[src/core/desc_queue_map.vh]
// Purpose: address map and queue constants for the descriptor queue block
// Assumes: byte addresses on the host register port, 32-bit words
// Notes: window ranges and queue register offsets are fixed; the rest here is sizing
`ifndef DESC_QUEUE_MAP_VH
`define DESC_QUEUE_MAP_VH
`define TXFP_BASE 16'h8000
`define RXFP_BASE 16'ha000
`define FIFO_BASE 16'hc000
`define WIN_SEL_MSB 15
`define WIN_SEL_LSB 13
`define WIN_SEL_TXFP 3'h4
`define WIN_SEL_RXFP 3'h5
`define WIN_SEL_FIFO 3'h6
`define PROG_WORDS 64
`define PROG_AW 6
`define FIFO_WORDS 2048
`define FIFO_AW 11
`define QCTL_BASE 16'h0000
`define Q_TXD_PROD 16'h0000
`define Q_TXD_CONS 16'h0004
`define Q_TXC_PROD 16'h0008
`define Q_TXC_CONS 16'h000c
`define Q_RXD_PROD 16'h0010
`define Q_RXD_CONS 16'h0014
`define Q_RXC_PROD 16'h0018
`define Q_RXC_CONS 16'h001c
`define Q_SIZE 16'h0020
`define Q_SIZE_RST 12'h100
`endif

[src/core/desc_queue_indexing.v]
// Purpose: host windows into frame-processor program memories and the fifo
//          ethernet port, plus producer/consumer index tracking of four queues
// Assumes: single-cycle host register port on clk_sys, read answer two edges after take
// Notes: descriptor contents move elsewhere; this block owns only the indices
//
// How it works
// - 8000h-9FFFh reads/writes tx frame processor program memory, 256 bytes of words.
// - A000h-BFFFh reads/writes rx frame processor program memory, 256 bytes of words.
// - C000h-DFFFh is an 8 Kbyte read/write window onto the dma fifo.
// - that window reaches the fifo ethernet port, not the host dma port.
// - after a transmit, device writes a tx completion and bumps its producer index.
// - on receive, device takes one rx buffer then writes an rx completion.
// - each queue has producer and consumer offsets; the writer is producer.
// - producer index names the next entry to write.
// - consumer index names the next entry to read.
`timescale 1ns/10ps
`include "desc_queue_map.vh"

module desc_queue_indexing #(
    parameter IW = 12
) (
    input wire clk_sys,
    input wire rst_n,
    input wire host_sel,
    input wire host_wr,
    input wire [15:0] host_addr,
    input wire [31:0] host_wdata,
    output reg [31:0] host_rdata,
    output reg host_rvalid,
    input wire tx_done,
    input wire rx_pkt,
    output reg txd_avail,
    output reg rx_buf_avail,
    output reg txc_full,
    output reg rxc_full,
    output reg rx_drop,
    output reg [IW-1:0] txc_slot,
    output reg [IW-1:0] rxc_slot,
    output reg [IW-1:0] rxd_slot,
    output reg fifo_eth_wr,
    output reg fifo_eth_rd,
    output reg [`FIFO_AW-1:0] fifo_eth_addr,
    output reg [31:0] fifo_eth_wdata,
    input wire [31:0] fifo_eth_rdata
);

    // ********************************
    // address decode
    // ********************************
    wire [2:0] win = host_addr[`WIN_SEL_MSB:`WIN_SEL_LSB];
    wire hit_tx = host_sel && (win == `WIN_SEL_TXFP);
    wire hit_rx = host_sel && (win == `WIN_SEL_RXFP);
    wire hit_ff = host_sel && (win == `WIN_SEL_FIFO);
    wire hit_q = host_sel && (win == 3'h0) && (host_addr[12:6] == 7'h00);
    // queue offset widened to the width of the map constants
    wire [15:0] qa = {10'h000, host_addr[5:0]};
    // program space only 256 bytes: upper window bits alias onto it
    wire [`PROG_AW-1:0] pidx = host_addr[`PROG_AW+1:2];

    // ********************************
    // frame processor program memories
    // ********************************
    reg [31:0] txfp_mem [0:`PROG_WORDS-1];
    reg [31:0] rxfp_mem [0:`PROG_WORDS-1];
    reg [31:0] txfp_rd_q;
    reg [31:0] rxfp_rd_q;

    // no reset on the arrays: contents are undefined until loaded
    always @(posedge clk_sys)
    begin
        if (hit_tx && host_wr)
            txfp_mem[pidx] <= host_wdata;
        if (hit_rx && host_wr)
            rxfp_mem[pidx] <= host_wdata;
        txfp_rd_q <= txfp_mem[pidx];
        rxfp_rd_q <= rxfp_mem[pidx];
    end

    // ********************************
    // queue indices
    // ********************************
    reg [IW-1:0] txd_prod_q, txd_cons_q, txc_prod_q, txc_cons_q;
    reg [IW-1:0] rxd_prod_q, rxd_cons_q, rxc_prod_q, rxc_cons_q;
    reg [IW-1:0] qsize_q;
    wire qwr = hit_q && host_wr;

    // next slot with wrap to zero after the last entry
    function [IW-1:0] nxt;
        input [IW-1:0] v;
        input [IW-1:0] sz;
        begin
            if (v >= sz - {{(IW-1){1'b0}}, 1'b1})
                nxt = {IW{1'b0}};
            else
                nxt = v + {{(IW-1){1'b0}}, 1'b1};
        end
    endfunction

    wire txc_room = nxt(txc_prod_q, qsize_q) != txc_cons_q;
    wire rxc_room = nxt(rxc_prod_q, qsize_q) != rxc_cons_q;
    wire rxd_have = rxd_prod_q != rxd_cons_q;
    wire txd_have = txd_prod_q != txd_cons_q;
    // a transmit completion also retires the descriptor it consumed
    wire do_tx = tx_done && txd_have && txc_room;
    wire do_rx = rx_pkt && rxd_have && rxc_room;

    // driver-owned indices are written by host; device-owned ones advance here
    always @(posedge clk_sys or negedge rst_n)
    begin
        if (!rst_n)
        begin
            txd_prod_q <= {IW{1'b0}};
            txd_cons_q <= {IW{1'b0}};
            txc_prod_q <= {IW{1'b0}};
            txc_cons_q <= {IW{1'b0}};
            rxd_prod_q <= {IW{1'b0}};
            rxd_cons_q <= {IW{1'b0}};
            rxc_prod_q <= {IW{1'b0}};
            rxc_cons_q <= {IW{1'b0}};
            qsize_q <= `Q_SIZE_RST;
        end
        else
        begin
            if (qwr && qa == `Q_TXD_PROD)
                txd_prod_q <= host_wdata[IW-1:0];
            if (qwr && qa == `Q_TXC_CONS)
                txc_cons_q <= host_wdata[IW-1:0];
            if (qwr && qa == `Q_RXD_PROD)
                rxd_prod_q <= host_wdata[IW-1:0];
            if (qwr && qa == `Q_RXC_CONS)
                rxc_cons_q <= host_wdata[IW-1:0];
            if (qwr && qa == `Q_SIZE)
                qsize_q <= host_wdata[IW-1:0];
            if (do_tx)
            begin
                txd_cons_q <= nxt(txd_cons_q, qsize_q);
                txc_prod_q <= nxt(txc_prod_q, qsize_q);
            end
            if (do_rx)
            begin
                rxd_cons_q <= nxt(rxd_cons_q, qsize_q);
                rxc_prod_q <= nxt(rxc_prod_q, qsize_q);
            end
        end
    end

    // ********************************
    // status and slot outputs
    // ********************************
    // slot outputs name the entry just used: the completion producer or, for rxd_slot, the rx buffer consumer, before it advances
    always @(posedge clk_sys or negedge rst_n)
    begin
        if (!rst_n)
        begin
            txd_avail <= 1'b0;
            rx_buf_avail <= 1'b0;
            txc_full <= 1'b0;
            rxc_full <= 1'b0;
            rx_drop <= 1'b0;
            txc_slot <= {IW{1'b0}};
            rxc_slot <= {IW{1'b0}};
            rxd_slot <= {IW{1'b0}};
        end
        else
        begin
            txd_avail <= txd_have;
            rx_buf_avail <= rxd_have;
            txc_full <= !txc_room;
            rxc_full <= !rxc_room;
            rx_drop <= rx_pkt && !do_rx;
            if (do_tx)
                txc_slot <= txc_prod_q;
            if (do_rx)
            begin
                rxc_slot <= rxc_prod_q;
                rxd_slot <= rxd_cons_q;
            end
        end
    end

    // ********************************
    // fifo ethernet port and read return
    // ********************************
    reg [2:0] rsel_q;
    reg [5:0] qoff_q;
    reg rd_pend_q;
    reg [31:0] qrd;

    // host window drives the ethernet-side port only
    always @(posedge clk_sys or negedge rst_n)
    begin
        if (!rst_n)
        begin
            fifo_eth_wr <= 1'b0;
            fifo_eth_rd <= 1'b0;
            fifo_eth_addr <= {`FIFO_AW{1'b0}};
            fifo_eth_wdata <= 32'h00000000;
            rsel_q <= 3'h0;
            qoff_q <= 6'h00;
            rd_pend_q <= 1'b0;
            host_rvalid <= 1'b0;
        end
        else
        begin
            fifo_eth_wr <= hit_ff && host_wr;
            fifo_eth_rd <= hit_ff && !host_wr;
            if (hit_ff)
            begin
                fifo_eth_addr <= host_addr[`FIFO_AW+1:2];
                fifo_eth_wdata <= host_wdata;
            end
            rsel_q <= {hit_tx | hit_rx, hit_rx | hit_ff, hit_q};
            qoff_q <= host_addr[5:0];
            // array and index reads land one edge after the take, so the
            // valid pulse waits one more edge to line up with host_rdata
            rd_pend_q <= host_sel && !host_wr && !hit_ff;
            host_rvalid <= rd_pend_q || fifo_eth_rd;
        end
    end

    // queue index readback
    always @*
    begin
        qrd = 32'h00000000;
        case ({10'h000, qoff_q})
            `Q_TXD_PROD: qrd[IW-1:0] = txd_prod_q;
            `Q_TXD_CONS: qrd[IW-1:0] = txd_cons_q;
            `Q_TXC_PROD: qrd[IW-1:0] = txc_prod_q;
            `Q_TXC_CONS: qrd[IW-1:0] = txc_cons_q;
            `Q_RXD_PROD: qrd[IW-1:0] = rxd_prod_q;
            `Q_RXD_CONS: qrd[IW-1:0] = rxd_cons_q;
            `Q_RXC_PROD: qrd[IW-1:0] = rxc_prod_q;
            `Q_RXC_CONS: qrd[IW-1:0] = rxc_cons_q;
            `Q_SIZE: qrd[IW-1:0] = qsize_q;
            default: qrd = 32'h00000000;
        endcase
    end

    // read data register; holds between reads, unmapped reads return zero
    always @(posedge clk_sys or negedge rst_n)
    begin
        if (!rst_n)
            host_rdata <= 32'h00000000;
        else if (fifo_eth_rd)
            host_rdata <= fifo_eth_rdata;
        else if (rd_pend_q)
        begin
            case (rsel_q)
                3'h4: host_rdata <= txfp_rd_q;
                3'h6: host_rdata <= rxfp_rd_q;
                3'h1: host_rdata <= qrd;
                default: host_rdata <= 32'h00000000;
            endcase
        end
    end

endmodule

[config.mk]
export PLATFORM = sky130hd
export DESIGN_NAME = desc_queue_indexing
export DESIGN_NICKNAME = d
export VERILOG_FILES = /design/src/core/desc_queue_indexing.v
export VERILOG_INCLUDE_DIRS = /design/src /design/src/core
export SDC_FILE = /design/constraint.sdc
export NUM_CORES = 2
export LEC_CHECK = 0
export BUFFER_PORTS_ARGS = -buffer_cell sky130_fd_sc_hd__buf_2
export CAP_MARGIN = 20
export CORE_MARGIN = 1
export CORE_UTILIZATION = 30
export CTS_CLUSTER_SIZE = 10
export DETAILED_ROUTE_END_ITERATION = 8
export PLACE_DENSITY = 0.5
export RECOVER_POWER = 100
export SETUP_SLACK_MARGIN = 0.5
export SLEW_MARGIN = 25
export SYNTH_ARGS = -nofsm -noshare
export SYNTH_HDL_FRONTEND = slang
export SYNTH_SLANG_ARGS = --single-unit
[constraint.sdc]
create_clock -name clk_sys -period 5.2 [get_ports clk_sys]
set_clock_uncertainty 0.2 [all_clocks]
set_input_delay 0.26 -clock clk_sys [delete_from_list [all_inputs] [get_ports clk_sys]]
set_output_delay 0.26 -clock clk_sys [all_outputs]
set_load 0.03 [all_outputs]
=== Word-level counts from Yosys, hierarchy flattened ===
Memories as Yosys holds them, arrays and structs flattened. A register that Yosys moved wholly into a read port is not among the register bits.
Cells that the tools add are included.

* $add $sub $neg: 5
* Order comparisons: 4
* Equal/unequal tests: 22
* Mux-type cells: 12
* Bitwise operators: 2
* Reductions and logical operators: 33

{| class="wikitable"
|+ Operators by type and width
! cell !! number
|-
| 12-bit case mux with 9 select lines || 1
|-
| 32-bit case mux with 3 select lines || 1
|-
| 32-bit 2-to-1 mux || 2
|-
| 12-bit by 1-bit adder with 12-bit output, second input constant || 4
|-
| 12-bit >= comparator || 4
|-
| 12-bit 2-to-1 mux || 4
|-
| 12-bit inequality test || 4
|-
| 6-bit by 5-bit equality test with 1-bit output, second input constant || 6
|-
| 1-bit logical AND || 22
|-
| 6-bit by 4-bit equality test with 1-bit output, second input constant || 3
|-
| 16-bit zero test || 1
|-
| 3-bit equality test, second input constant || 5
|-
| 6-bit equality test, second input constant || 2
|-
| 12-bit by 1-bit subtractor with 12-bit output, second input constant || 1
|-
| 7-bit zero test || 1
|-
| 6-bit by 3-bit equality test with 1-bit output, second input constant || 1
|-
| 6-bit zero test || 1
|-
| 1-bit zero test || 5
|-
| 1-bit 2-to-1 mux || 4
|-
| 3-bit by 1-bit equality test with 1-bit output, second input constant || 1
|-
| 3-bit zero test || 1
|-
| 1-bit bitwise OR || 2
|-
| 2-bit nonzero test || 1
|-
| 1-bit logical OR || 1
|}

* Register bits: 237
* RAM bits: 4096
* Input bits: 86
* Output and inout port bits: 119
* Logic and storage cells: 106
* Memories: 2

{| class="wikitable"
|+ Memories
! memory !! words !! width !! read ports !! clocked after Yosys merged registers in !! write ports !! line !! text
|-
| rxfp_mem || 64 || 32 || 1 || 1 || 1 || desc_queue_indexing.v:64 || <nowiki>reg [31:0] rxfp_mem [0:`PROG_WORDS-1];</nowiki>
|-
| txfp_mem || 64 || 32 || 1 || 1 || 1 || desc_queue_indexing.v:63 || <nowiki>reg [31:0] txfp_mem [0:`PROG_WORDS-1];</nowiki>
|}

=== Longest topological paths before layout ===
* Word-level depth: 7
* Depth in mapped cells: 19
* Depth with buffers taken out: 16

=== Least setup slack after synthesis ===
No wires, ideal clock.

* Path type: input -> register
* Start point: in host_addr[3]
* End point: mem rxfp_mem[18][0] (enable)
* Library setup time: 0.421 ns
* Arrival time: 4.055 ns
* Data required time: 4.579 ns
* Path slack: 0.524 ns
* Stages: 9
* Buffers on the path: 7
* Cell sequence: clkbuf_1 buf_1 buf_2 buf_2 buf_1 buf_1 clkbuf_1 nand2_1 nor2_1

{| class="wikitable"
|+ RTL lines
! what !! line !! text
|-
| start: declaration || desc_queue_indexing.v:26 || <nowiki>input wire [15:0] host_addr,</nowiki>
|-
| end: declaration || desc_queue_indexing.v:64 ||
|}

No word-level cell before the write port.

==> impl_metrics.csv <==
group,metric,value,unit
logic_synthesis,syn-instance-count,9488,
status,violations,"max-capacitance violations, max-slew violations",
logic_synthesis,synth_mux_area_share,4.49,%
power,p_leak,0.0625,uW
layout,ff_latch_area,0.130,mm2
power,swShare,23.6,%
sta,tightest_slew,4.86,ns
place,gp_congestion,0.900,
floorplanning,coreArea,0.549,mm2
run,drv_cap,75,
global_route,grt_max_degree,130,
drt,dr.pass1.iters,7,
logic_synthesis,yosys-top-cells-area,"edfxtp_1, a22oi_1, dfrtp_1",
sta,max-slew-margin-rel,-224,%
logic_synthesis,yosys_warnings,0,
drt,viasPerCell,5.74,
clock_network,cts.sinks,4397,
sta,fmax,198,MHz
clock_network,clockBufferDepth,4,
setup_path,critical_path.cell_chain,"dlygate4sd3_1 > buf_8 > and2_1 > buf_12 > clkbuf_4 > a22oi_1 > a31oi_1 > a2111oi_0 > buf_4 > nand3_1",
floorplanning,initial_core_util,30.2,%
worst_hold_path,min_path_type,"in -> reg",
logic_synthesis,synth-compound-area-share,11.6,%
layout,fillers,51436,
power,switchingPower,18300,uW
power,p_int,59200,uW
layout,final_area,0.196,mm2
logic_synthesis,syn_area_per_cell,17.5,um2
global_route,grt_pass1_vias,98180,
logic_synthesis,syn_area,0.166,mm2
drt,wl,646,mm
logic_synthesis,synth_nets,9619,
logic_synthesis,synth_top_family_by_area,"compound AO/OA/AOI/OAI gates",
drt,drt_iter0_markers,15482,
logic_synthesis,yosys.area_share.simple,3.06,%
layout,drive_above_1_share,16.2,%
clock_network,cts-buffers-inserted,518,
layout,multiInputGateArea,0.0338,mm2
logic_synthesis,synth-async-reset-ratio,5.39,%
sta,grt_setup_unrepaired,"false",
power,combPwrFrac,6.8,%
logic_synthesis,synth_top_area_share,74.2,%
logic_synthesis,synth_top_area_cell,"edfxtp_1",
clock_network,clockRootBuffer,"clkbuf_16",
clock_network,clk_latency,1.10,ns
clock_network,htree_num_levels,6,
sta,fin_crit_sh,97.1,%
power,max-vdd-ir-drop,0.347,mV
drt,vias,102616,
setup_path,cp-start-kind,"input pin",
global_route,grt_pass1_wl,865,mm
clock_network,cts_tree,"done",
drt,drc,0,
global_route,grt_usage,22.4,%
power,powerDensity,395,mW/mm2
place,dpl.hpwl,390,mm
setup_path,required,5.98,ns
sta,timing.final.crit_period,5.05,ns
logic_synthesis,yosysUniqueCellTypes,86,
floorplanning,die_w,745,um
drt,antenna_left,0,
logic_synthesis,synth-xor-area-share,0.347,%
logic_synthesis,ys_seq_area_share,78.6,%
setup_path,slowest_stage,"and2_1",
setup_path,crit_fanout,48,
setup_path,arrival,5.83,ns
setup_path,setup.worst_path.class,"in -> reg",
global_route,antenna_found_initial,80,
sta,drv_slew,3595,
layout,fin_nets,10517,
status,outcome,"complete, but fails checks",
sta,setup_tns,0,ns
layout,syn2layout_area_growth,18.3,%
sta,finalSetupViolCount,0,
logic_synthesis,yosysMostFrequentCell,"edfxtp_1",
logic_synthesis,synthFlopType,"edfxtp_1",
clock_network,path_clk_slew,0.06,ns
place,port_buffers,204,
floorplanning,ios,205,
setup_path,cp-end-kind,"flip-flop",
power,p_clk_share,42.4,%
floorplanning,die_area,0.555,mm2
sta,hold_viol,0,
drt,wire_per_inst,36.1,um
logic_synthesis,synth_fa_ha_area_share,0.358,%
logic_synthesis,synth_edf_count,4096,
place,place_area,0.181,mm2
logic_synthesis,synth-seq-cells,4397,
floorplanning,die_y,745,um
logic_synthesis,ys_top_cells_by_count,"edfxtp_1, a22oi_1, a221oi_1",
setup_path,critPathMaxStageDelay,1.92,ns
power,p_seq_share,50.8,%
global_route,grt.overflow.total,0,
floorplanning,row_count,272,
[per-layer routing]
layer	global-route usage, %	wire, um
met5	0	99
met4	9.61	34100
met3	4.53	63500
met2	35.3	292000
met1	30.2	256000
[critical path, delay by kind of cell]
family	cells	cell delay [ns]
buf+inv	5	2.21
compound gates	3	1.03
simple gates	2	2.06
[area by class of cell]
cell class	instances	share of cell area, %
inverter	25	0.0504
sequential	4397	66.4
multi-input combinational	4425	17.2
antenna	31	0.0396
clock inverter	52	0.339
clock buffer	676	7.14
timing repair buffer	1019	4.15
tap	7261	4.63
[cell usage in the layout (no fill, tap or decap), types with 97 or more instances in the layout]
cell           count
mux2i_1          286
dlygate4sd3_1    145
nor2_1           323
nand4_1          145
o21ai_0          223
edfxtp_1        4096
a31oi_1          140
a221oi_1         435
a22o_1           240
dfrtp_1          232
o22ai_1           97
buf_4            340
clkbuf_1         372
clkbuf_16        538
nand2_1          202
clkbuf_2         123
buf_12           104
mux2_2           254
a21oi_1          332
a22oi_1          887
[flip-flops by register name, indices dropped and copies added, names as in the netlist, 3 cells and up]
signal	count
txc_cons_q	12
txd_prod_q	12
txc_prod_q	12
rxc_slot	12
txc_slot	12
qoff_q	6
rxd_slot	12
fifo_eth_addr	11
rxd_prod_q	12
rxc_cons_q	12
qsize_q	12
rxfp_rd_q	32
txd_cons_q	12
rsel_q	3
rxfp_mem	2048
txfp_mem	2048
rxc_prod_q	12
host_rdata	32
rxd_cons_q	12
txfp_rd_q	32
fifo_eth_wdata	32
[kinds of logic (layout without fill, tap and decap cells)]
kind of cell | count (synthesis) | after routing
other cells | 0 | 31
flops | 4397 | 4397
compound gates | 2632 | 2632
mux | 619 | 619
fa+ha+maj | 48 | 48
simple gates | 1062 | 1062
xor+xnor | 64 | 64
buf+inv | 666 | 1772
[stage by stage]
step | std cells | hold WS, ns | util [%] | total power (uW) | worst slack (ns)
after floorplan | 9488 | -0.236 | - | 41900 | 0.524
after global placement | 16937 | 0.0285 | 33.0 | 45000 | 0.359
after detailed placement | 16952 | 0.0371 | 33.0 | 45000 | 0.399
after CTS | 17828 | 0.00803 | 35.9 | 77700 | 0.504
after global routing | 17872 | 0.143 | 35.7 | 79400 | 0.251
final | 17886 | 0.162 | 35.7 | 77500 | 0.151
[worst paths after layout]
path,startpoint,to,slack [ns],depth (start not counted)
max,host_addr[3],rxfp_rd_q[23],0.15,10
min,host_addr[2],rxfp_rd_q[13],0.16,5
max reg2reg,qsize_q[0],txc_prod_q[11],0.46,17
min reg2reg,fifo_eth_addr[2],fifo_eth_addr[2],0.29,2
max in group asynchronous,rst_n,qoff_q[0],1.40,4
min in group asynchronous,rst_n,fifo_eth_addr[5],1.28,4
[power groups by stage]
stage	Combinational, uW	Clock [uW]	Sequential, uW
after floorplan	1920	0	40000
after global placement	5010	0	40000
after detailed placement	5070	0	40000
after CTS	5200	33300	39300
after global routing	5410	34600	39400
final	5260	32900	39400
[repair_timing]
item | 4_1_cts | 5_1_grt
hold buffers | 148 | 0
setup buffers | 0 | 19
gates resized for setup | 6 | 28
cloned | 0 | 1
pin swaps | 0 | 13
setup endpoints to repair | 40 | 82
endpoints found under the hold margin | 3555 | 0
No activity file was read; power rests on OpenSTA's default activity.
